**src/include/ppc_regs.svh**
```systemverilog
`ifndef PPC_REGS_SVH
`define PPC_REGS_SVH

// ----------------------------------------------------------------
// register offsets in processor i/o space
// ----------------------------------------------------------------
`define PPC_G1_FIRST_OFF   8'he4
`define PPC_G1_SECOND_OFF  8'he5
`define PPC_G1_THIRD_OFF   8'he6
`define PPC_G1_CTRL_OFF    8'he7
`define PPC_G2_FIRST_OFF   8'he8
`define PPC_G2_SECOND_OFF  8'he9
`define PPC_G2_THIRD_OFF   8'hea
`define PPC_G2_CTRL_OFF    8'heb

// ----------------------------------------------------------------
// control word fields
// ----------------------------------------------------------------
`define PPC_CW_MODE_SET    7
`define PPC_CW_A_MODE_HI   6
`define PPC_CW_A_MODE_LO   5
`define PPC_CW_FIRST_DIR   4
`define PPC_CW_UPPER_DIR   3
`define PPC_CW_B_MODE      2
`define PPC_CW_SECOND_DIR  1
`define PPC_CW_LOWER_DIR   0
`define PPC_CW_BSR_SEL_HI  3
`define PPC_CW_BSR_SEL_LO  1
`define PPC_CW_BSR_VAL     0

// ----------------------------------------------------------------
// reset values
// ----------------------------------------------------------------
`define PPC_CW_RESET       8'h9b
`define PPC_LATCH_RESET    8'h00
`define PPC_RDATA_RESET    8'h00
`define PPC_UNMAPPED_READ  8'h00

`endif

```
**src/include/ppc_pkg.sv**
```systemverilog
package ppc_pkg;

    typedef logic [7:0] ppc_byte_t;

    typedef enum {
        PPC_ACC_IDLE,
        PPC_ACC_READ,
        PPC_ACC_WRITE
    } ppc_access_e;

    typedef enum {
        PPC_SEL_G1_FIRST,
        PPC_SEL_G1_SECOND,
        PPC_SEL_G1_THIRD,
        PPC_SEL_G1_CTRL,
        PPC_SEL_G2_FIRST,
        PPC_SEL_G2_SECOND,
        PPC_SEL_G2_THIRD,
        PPC_SEL_G2_CTRL,
        PPC_SEL_NONE
    } ppc_sel_e;

endpackage

```
**src/ppc_top.sv**
```systemverilog
`timescale 1ns/1ps
`include "ppc_regs.svh"

// Notes on behaviour
// - group 1 third port all input when control bits 3 and 0 set
// - group 1 third port latched output when bits 3, 2, 0 cleared
// - 8-bit third port: lines 0 and 3 data, port interrupts cut
// - group 2 first port input with control bit 4 set
// - group 2 first port latched output with control bit 4 clear
// - group 2 second port at E9, mode 0 selected by bit 2 clear
// - group 2 port directions independent of each other
// - group 2 third port: all in, all out, or nibble split
// - group 2 third port all input with bits 3 and 0 set
// - group 2 third port latched output with bits 3 and 0 clear
// - bit 3 set, bit 0 clear: upper nibble in, lower out
// - bit 3 clear, bit 0 set: upper nibble out, lower in
// - group 2 first and second ports offer only mode 0

module ppc_top #(
    parameter int WIDTH = 8
) (
    input  wire logic             clk,          // system clock
    input  wire logic             sys_rst,      // sync reset, high
    input  ppc_pkg::ppc_byte_t    io_addr,      // i/o port address
    input  wire logic             io_rd,        // read strobe
    input  wire logic             io_wr,        // write strobe
    input  ppc_pkg::ppc_byte_t    io_wdata,     // write data
    output ppc_pkg::ppc_byte_t    io_rdata,     // read data
    output logic                  io_rvalid,    // read data valid
    input  wire logic [WIDTH-1:0] g1_first_in,  // group 1 first pins
    output logic      [WIDTH-1:0] g1_first_out, // group 1 first latch
    output logic      [WIDTH-1:0] g1_first_oe,  // group 1 first drive
    input  wire logic [WIDTH-1:0] g1_second_in, // group 1 second pins
    output logic      [WIDTH-1:0] g1_second_out,// group 1 second latch
    output logic      [WIDTH-1:0] g1_second_oe, // group 1 second drive
    input  wire logic [WIDTH-1:0] g1_third_in,  // group 1 third pins
    output logic      [WIDTH-1:0] g1_third_out, // group 1 third latch
    output logic      [WIDTH-1:0] g1_third_oe,  // group 1 third drive
    input  wire logic [WIDTH-1:0] g2_first_in,  // group 2 first pins
    output logic      [WIDTH-1:0] g2_first_out, // group 2 first latch
    output logic      [WIDTH-1:0] g2_first_oe,  // group 2 first drive
    input  wire logic [WIDTH-1:0] g2_second_in, // group 2 second pins
    output logic      [WIDTH-1:0] g2_second_out,// group 2 second latch
    output logic      [WIDTH-1:0] g2_second_oe, // group 2 second drive
    input  wire logic [WIDTH-1:0] g2_third_in,  // group 2 third pins
    output logic      [WIDTH-1:0] g2_third_out, // group 2 third latch
    output logic      [WIDTH-1:0] g2_third_oe,  // group 2 third drive
    output logic                  third_full_path,     // 8-bit data path
    output logic                  third_port_line_zero, // line 0 is data
    output logic                  third_port_line_three,// line 3 is data
    output logic                  first_irq_connect,   // port 1 irq routed
    output logic                  second_irq_connect   // port 2 irq routed
);
    import ppc_pkg::*;

    localparam int NPORT = 6;

    // ------------------------------------------------------------
    // address decode
    // ------------------------------------------------------------
    function automatic ppc_sel_e reg_decode(input ppc_byte_t addr);
        ppc_sel_e sel;
        sel = PPC_SEL_NONE;
        if (addr == `PPC_G1_FIRST_OFF) begin
            sel = PPC_SEL_G1_FIRST;
        end else if (addr == `PPC_G1_SECOND_OFF) begin
            sel = PPC_SEL_G1_SECOND;
        end else if (addr == `PPC_G1_THIRD_OFF) begin
            sel = PPC_SEL_G1_THIRD;
        end else if (addr == `PPC_G1_CTRL_OFF) begin
            sel = PPC_SEL_G1_CTRL;
        end else if (addr == `PPC_G2_FIRST_OFF) begin
            sel = PPC_SEL_G2_FIRST;
        end else if (addr == `PPC_G2_SECOND_OFF) begin
            sel = PPC_SEL_G2_SECOND;
        end else if (addr == `PPC_G2_THIRD_OFF) begin
            sel = PPC_SEL_G2_THIRD;
        end else if (addr == `PPC_G2_CTRL_OFF) begin
            sel = PPC_SEL_G2_CTRL;
        end
        return sel;
    endfunction

    // one mask per port; 1 marks an input bit
    function automatic logic [WIDTH-1:0] dir_fill(input logic is_in);
        return is_in ? {WIDTH{1'b1}} : {WIDTH{1'b0}};
    endfunction

    // apply a bit set/reset command to a third-port latch
    function automatic logic [WIDTH-1:0] bit_cmd(
        input logic [WIDTH-1:0] cur,
        input ppc_byte_t        cmd
    );
        logic [WIDTH-1:0] res;
        logic [2:0]       idx;
        res = cur;
        idx = cmd[`PPC_CW_BSR_SEL_HI:`PPC_CW_BSR_SEL_LO];
        res[idx] = cmd[`PPC_CW_BSR_VAL];
        return res;
    endfunction

    ppc_access_e acc;
    ppc_sel_e    sel;

    // a write wins when both strobes arrive together
    always_comb begin
        sel = reg_decode(io_addr);
        acc = PPC_ACC_IDLE;
        if (io_wr) begin
            acc = PPC_ACC_WRITE;
        end else if (io_rd) begin
            acc = PPC_ACC_READ;
        end
    end

    // ------------------------------------------------------------
    // control words
    // ------------------------------------------------------------
    ppc_byte_t g1_cw;
    ppc_byte_t g2_cw;
    logic      g1_cw_wr;
    logic      g2_cw_wr;

    assign g1_cw_wr = (acc == PPC_ACC_WRITE) && (sel == PPC_SEL_G1_CTRL);
    assign g2_cw_wr = (acc == PPC_ACC_WRITE) && (sel == PPC_SEL_G2_CTRL);

    ppc_ctrl #(
        .FORCE_MODE0 (1'b0)
    ) u_g1_ctrl (
        .clk     (clk),
        .sys_rst (sys_rst),
        .wr_en   (g1_cw_wr),
        .wdata   (io_wdata),
        .cw      (g1_cw)
    );

    ppc_ctrl #(
        .FORCE_MODE0 (1'b1)
    ) u_g2_ctrl (
        .clk     (clk),
        .sys_rst (sys_rst),
        .wr_en   (g2_cw_wr),
        .wdata   (io_wdata),
        .cw      (g2_cw)
    );

    // ------------------------------------------------------------
    // group 1 third port role
    // ------------------------------------------------------------
    // strobed modes are not built: the port stays mode 0,
    // is only reported as no full path,
    // and the interrupt lines stay routed
    always_comb begin
        third_full_path = !g1_cw[`PPC_CW_A_MODE_HI]
                       && !g1_cw[`PPC_CW_A_MODE_LO]
                       && !g1_cw[`PPC_CW_B_MODE];
        third_port_line_zero  = third_full_path;
        third_port_line_three = third_full_path;
        first_irq_connect     = !third_full_path;
        second_irq_connect    = !third_full_path;
    end

    // ------------------------------------------------------------
    // port directions
    // ------------------------------------------------------------
    logic [WIDTH-1:0] dir [NPORT];
    localparam int HALF = WIDTH / 2;

    always_comb begin
        dir[0] = dir_fill(g1_cw[`PPC_CW_FIRST_DIR]);
        dir[1] = dir_fill(g1_cw[`PPC_CW_SECOND_DIR]);
        // no nibble split on group 1: input only when both bits set
        dir[2] = dir_fill(g1_cw[`PPC_CW_UPPER_DIR]
                       && g1_cw[`PPC_CW_LOWER_DIR]);
        dir[3] = dir_fill(g2_cw[`PPC_CW_FIRST_DIR]);
        dir[4] = dir_fill(g2_cw[`PPC_CW_SECOND_DIR]);
        // each nibble follows its own bit
        dir[5] = {{(WIDTH-HALF){g2_cw[`PPC_CW_UPPER_DIR]}},
                  {HALF{g2_cw[`PPC_CW_LOWER_DIR]}}};
    end

    // ------------------------------------------------------------
    // port write enables and data
    // ------------------------------------------------------------
    logic [WIDTH-1:0] pin_in  [NPORT];
    logic [WIDTH-1:0] pin_out [NPORT];
    logic [WIDTH-1:0] pin_oe  [NPORT];
    logic [WIDTH-1:0] rd_val  [NPORT];
    logic [WIDTH-1:0] wdat    [NPORT];
    logic             wen     [NPORT];
    logic             is_wr;
    logic             g1_bsr;
    logic             g2_bsr;

    always_comb begin
        is_wr  = (acc == PPC_ACC_WRITE);
        g1_bsr = g1_cw_wr && !io_wdata[`PPC_CW_MODE_SET];
        g2_bsr = g2_cw_wr && !io_wdata[`PPC_CW_MODE_SET];
        for (int i = 0; i < NPORT; i++) begin
            wdat[i] = io_wdata[WIDTH-1:0];
        end
        wen[0] = is_wr && (sel == PPC_SEL_G1_FIRST);
        wen[1] = is_wr && (sel == PPC_SEL_G1_SECOND);
        wen[2] = (is_wr && (sel == PPC_SEL_G1_THIRD)) || g1_bsr;
        wen[3] = is_wr && (sel == PPC_SEL_G2_FIRST);
        wen[4] = is_wr && (sel == PPC_SEL_G2_SECOND);
        wen[5] = (is_wr && (sel == PPC_SEL_G2_THIRD)) || g2_bsr;
        if (g1_bsr) begin
            wdat[2] = bit_cmd(pin_out[2], io_wdata);
        end
        if (g2_bsr) begin
            wdat[5] = bit_cmd(pin_out[5], io_wdata);
        end
    end

    assign pin_in[0] = g1_first_in;
    assign pin_in[1] = g1_second_in;
    assign pin_in[2] = g1_third_in;
    assign pin_in[3] = g2_first_in;
    assign pin_in[4] = g2_second_in;
    assign pin_in[5] = g2_third_in;

    // ------------------------------------------------------------
    // port instances
    // ------------------------------------------------------------
    // each port owns its latch, so direction of one never limits
    // another within the group
    generate
        for (genvar p = 0; p < NPORT; p++) begin : g_port
            ppc_port #(
                .WIDTH (WIDTH)
            ) u_port (
                .clk      (clk),
                .sys_rst  (sys_rst),
                .wr_en    (wen[p]),
                .wdata    (wdat[p]),
                .dir_in   (dir[p]),
                .pin_in   (pin_in[p]),
                .pin_out  (pin_out[p]),
                .pin_oe   (pin_oe[p]),
                .rd_value (rd_val[p])
            );
        end
    endgenerate

    assign g1_first_out  = pin_out[0];
    assign g1_first_oe   = pin_oe[0];
    assign g1_second_out = pin_out[1];
    assign g1_second_oe  = pin_oe[1];
    assign g1_third_out  = pin_out[2];
    assign g1_third_oe   = pin_oe[2];
    assign g2_first_out  = pin_out[3];
    assign g2_first_oe   = pin_oe[3];
    assign g2_second_out = pin_out[4];
    assign g2_second_oe  = pin_oe[4];
    assign g2_third_out  = pin_out[5];
    assign g2_third_oe   = pin_oe[5];

    // ------------------------------------------------------------
    // read path
    // ------------------------------------------------------------
    // control words are write-only and read as zero;
    // read data is registered so the bus sees a flop
    ppc_byte_t rdata_q;
    ppc_byte_t next_rdata_q;
    logic      rvalid_q;
    logic      next_rvalid_q;

    always_comb begin
        next_rvalid_q = (acc == PPC_ACC_READ);
        next_rdata_q  = rdata_q;
        if (acc == PPC_ACC_READ) begin
            next_rdata_q = `PPC_UNMAPPED_READ;
            if (sel == PPC_SEL_G1_FIRST) begin
                next_rdata_q = 8'(rd_val[0]);
            end else if (sel == PPC_SEL_G1_SECOND) begin
                next_rdata_q = 8'(rd_val[1]);
            end else if (sel == PPC_SEL_G1_THIRD) begin
                next_rdata_q = 8'(rd_val[2]);
            end else if (sel == PPC_SEL_G2_FIRST) begin
                next_rdata_q = 8'(rd_val[3]);
            end else if (sel == PPC_SEL_G2_SECOND) begin
                next_rdata_q = 8'(rd_val[4]);
            end else if (sel == PPC_SEL_G2_THIRD) begin
                next_rdata_q = 8'(rd_val[5]);
            end
        end
    end

    always_ff @(posedge clk) begin
        if (sys_rst) begin
            rdata_q  <= `PPC_RDATA_RESET;
            rvalid_q <= 1'b0;
        end else begin
            rdata_q  <= next_rdata_q;
            rvalid_q <= next_rvalid_q;
        end
    end

    assign io_rdata  = rdata_q;
    assign io_rvalid = rvalid_q;

endmodule

```
**src/ppc_port.sv**
```systemverilog
`timescale 1ns/1ps
`include "ppc_regs.svh"

module ppc_port #(
    parameter int WIDTH = 8
) (
    input  wire logic             clk,      // system clock
    input  wire logic             sys_rst,  // sync reset, active high
    input  wire logic             wr_en,    // load output latch
    input  wire logic [WIDTH-1:0] wdata,    // value for output latch
    input  wire logic [WIDTH-1:0] dir_in,   // per bit: 1 input, 0 output
    input  wire logic [WIDTH-1:0] pin_in,   // pin levels
    output logic      [WIDTH-1:0] pin_out,  // output latch
    output logic      [WIDTH-1:0] pin_oe,   // drive enable per bit
    output logic      [WIDTH-1:0] rd_value  // value seen by a read
);
    logic [WIDTH-1:0] latch_q;
    logic [WIDTH-1:0] next_latch_q;

    // ------------------------------------------------------------
    // output latch
    // ------------------------------------------------------------
    // latch keeps loading even while input, so a value written first
    // appears the moment the bit turns to output
    always_comb begin
        next_latch_q = latch_q;
        if (wr_en) begin
            next_latch_q = wdata;
        end
    end

    always_ff @(posedge clk) begin
        if (sys_rst) begin
            latch_q <= WIDTH'(`PPC_LATCH_RESET);
        end else begin
            latch_q <= next_latch_q;
        end
    end

    // ------------------------------------------------------------
    // pins and read value
    // ------------------------------------------------------------
    assign pin_out = latch_q;
    assign pin_oe  = ~dir_in;
    // input bits show the pin, output bits the latch
    assign rd_value = (dir_in & pin_in) | (~dir_in & latch_q);

endmodule

```
**src/ppc_ctrl.sv**
```systemverilog
`timescale 1ns/1ps
`include "ppc_regs.svh"

module ppc_ctrl #(
    parameter bit FORCE_MODE0 = 1'b0
) (
    input  wire logic              clk,     // system clock
    input  wire logic              sys_rst, // sync reset, active high
    input  wire logic              wr_en,   // write to control address
    input  ppc_pkg::ppc_byte_t     wdata,   // written control word
    output ppc_pkg::ppc_byte_t     cw       // current control word
);
    import ppc_pkg::*;

    ppc_byte_t cw_q;
    ppc_byte_t next_cw_q;

    // ------------------------------------------------------------
    // control word register
    // ------------------------------------------------------------
    // words with the mode-set bit clear are bit set/reset commands
    // and leave the stored configuration alone
    always_comb begin
        next_cw_q = cw_q;
        if (wr_en && wdata[`PPC_CW_MODE_SET]) begin
            next_cw_q = wdata;
            if (FORCE_MODE0) begin
                // only mode 0 exists for this group
                next_cw_q[`PPC_CW_A_MODE_HI] = 1'b0;
                next_cw_q[`PPC_CW_A_MODE_LO] = 1'b0;
                next_cw_q[`PPC_CW_B_MODE]    = 1'b0;
            end
        end
    end

    always_ff @(posedge clk) begin
        if (sys_rst) begin
            cw_q <= `PPC_CW_RESET;
        end else begin
            cw_q <= next_cw_q;
        end
    end

    assign cw = cw_q;

endmodule

```
**config.mk**
```make
export PLATFORM = sky130hd
export DESIGN_NAME = ppc_top
export DESIGN_NICKNAME = d
export VERILOG_FILES = /design/src/include/ppc_pkg.sv /design/src/ppc_top.sv /design/src/ppc_port.sv /design/src/ppc_ctrl.sv
export VERILOG_INCLUDE_DIRS = /design/src /design/src/include
export SDC_FILE = /design/constraint.sdc
export NUM_CORES = 1
export LEC_CHECK = 0
export BUFFER_PORTS_ARGS = -buffer_cell sky130_fd_sc_hd__buf_4
export CORE_ASPECT_RATIO = 2
export CORE_MARGIN = 5
export CORE_UTILIZATION = 49
export DETAILED_ROUTE_END_ITERATION = 16
export PLACE_DENSITY_LB_ADDON = 0.08
export SLEW_MARGIN = 20
export SYNTH_ARGS = -nofsm -noshare
export SYNTH_HDL_FRONTEND = slang
export SYNTH_HIERARCHICAL = 1
export SYNTH_SLANG_ARGS = --single-unit
```
**constraint.sdc**
```tcl
create_clock -name clk -period 2.65 [get_ports clk]
set_clock_uncertainty 0.2 [all_clocks]
set_input_delay 0.3975 -clock clk [delete_from_list [all_inputs] [get_ports clk]]
set_output_delay 0.3975 -clock clk [all_outputs]
set_load 0.1 [all_outputs]
```
==> run metrics <==
Tmin final 2.193 ns; kind of critical path register to register; Core Region 8588 µm²; clock slew at reported path FFs 0.05 ns; buffers inserted by post-CTS timing repair 0; RSZ-0062 raised after global routing no; share of cells above drive strength 1 43.84%; max-cap violation count 0; slew of the pin with the lowest slew margin 0.9952 ns; fin crit share 82.74%; Die Y 142.5 µm; nets@finish 705; Final TNS setup 0 ns; Critical Path AT 2.19 ns; FF-to-FF Start u_g1_ctrl/cw[3]$_SDFFE_PP1P_; Post-CTS Resized 0; worst hold start io_wdata[4]; via/cell ratio 5.414; full die area 10,870 µm²; Post-DRT Antenna Nets 0; initial core utilization 50.10%; post-placement worst setup slack 0.4307 ns; startpoint types register; worst-skew pair later-pin latency 0.34 ns; M1 WL 5152 µm; max-slew violations 0; All-Layer GR Usage 26.12%; first-pass detailed-route iteration total 4; IO buf count 177; vias in the first global route 4,059; met3 routed WL 881 µm; status complete, no violations; synthesized area per cell 9.078 µm²; syn nets 542; PwrDens 446.0 nW/µm²; CTS tree done; CP max FO 9; Hold-fix buffers, CTS 0; mapped cell area 4303 µm²; synthesized instance count 474; initial antenna violation count 0; htree depth 3; Achievable Freq 456.1 MHz; CTS buffer count 9; largest net degree at the start of global routing 69; Die Width 76.26 µm; gr ovfl total 0; hpwl dp 11,060 µm; IO Pins 178; final hold slack 0.2124 ns; CTS root buf clkbuf_16; Syn-to-layout area delta 36.43%; peak supply drop 0.0004940 V; CTS Buffer Depth 2; GP Congestion 0.9091; Max-slew headroom 33.52%; DRT Wirelength 14,450 µm; worst hold path class primary input to register; max layer used met4; Detailed Route Iter0 Violations 254; leakage 3.010 nW; DR WL met2 7842 µm; Fin. Hold Viols 0; clock sink count 68; Critical Path Start u_g1_ctrl/cw[3]$_SDFFE_PP1P_; # rows 48; DRC 0; final setup fails 0; Crit. End Element register; wire per inst 19.49 µm; worst setup margin 0.4574 ns; first-pass GRT wire length 22,020 µm; synth warn 6; DR vias 4,012; Critical Path RT 2.64 ns; n_diodes 0
## layer usage
layer / vias up / GRT usage [%]
met1: 1870 / 28.46
met2: 147 / 45.66
met5: - / 0
met4: 0 / 14.93
li1: 1962 / -
met3: 33 / 6.274
## path summary, 6_finish.rpt
path	to	slack [ns]	depth (start not counted)
setup / recovery	io_rdata[6]$_SDFFE_PP0P_	0.46	6
hold reg to reg	u_g1_ctrl/cw[0]$_SDFFE_PP1P_	0.26	1
hold / removal	g_port[1].u_port/pin_out[4]$_SDFFE_PP0P_	0.21	3
setup reg to reg	io_rdata[6]$_SDFFE_PP0P_	0.46	6
## worst max-delay path, cell delays in order, from the launching register on
cell       delay, ns
dfxtp_1         0.32
and2_1          0.39
mux2_2          0.40
mux2i_1         0.24
o2bb2ai_1       0.13
a221oi_2        0.30
nor3_2          0.07
## cells in the final DEF, fill, tap and decap left out, types with 3 or more instances in the layout
master,n
a211o_1,8
a21bo_2,3
a21oi_1,7
a21oi_2,3
a221oi_2,8
and3_1,9
buf_4,187
clkbuf_1,3
clkbuf_16,9
dfxtp_1,68
inv_1,51
mux2_2,48
mux2i_1,70
nand2_1,15
nand2b_1,3
nand3_1,7
nor2_1,69
nor2b_1,4
nor3_1,4
nor3_2,9
o21ai_1,9
o2bb2ai_1,16
## power breakdown
group / leakage, nW / total [mW] / internal, mW / switching (mW)
logic: 2.32 / 0.401 / 0.157 / 0.244
registers: 0.549 / 1.04 / 1.03 / 0.00617
clock network: 0.140 / 1.18 / 0.748 / 0.432
## final cells by class
| type | instances | area (µm²) |
|---|---|---|
| Fill cell | 722 | 2718 |
| Multi-Input combinational cell | 319 | 2496 |
| Timing Repair Buffer | 187 | 1404 |
| Sequential cell | 68 | 1361 |
| Clock buffer | 13 | 250.2 |
| Inverter | 52 | 198.9 |
| Tap cell | 100 | 125.1 |
| Clock inverter | 2 | 35.03 |
## metrics by stage
| stage | cells | area [µm²] | util, % | total power, mW |
|---|---|---|---|---|
| after global placement | 726 | 5585 | 65.04 | 1.453 |
| after global routing | 741 | 5871 | 68.36 | 2.704 |
| final | 741 | 5871 | 68.36 | 2.618 |
| after detailed placement | 726 | 5585 | 65.04 | 1.458 |
| after CTS | 741 | 5871 | 68.36 | 2.628 |
| after floorplan | 474 | 4308 | - | 1.300 |
## registers in the layout, indices dropped and copies added, names as in the netlist
name                   cells
io_rvalid                  1
io_rdata                   8
g_port.u_port/pin_out     48
u_g2_ctrl/cw               4
u_g1_ctrl/cw               7
Power figures use the tool's default switching activity.
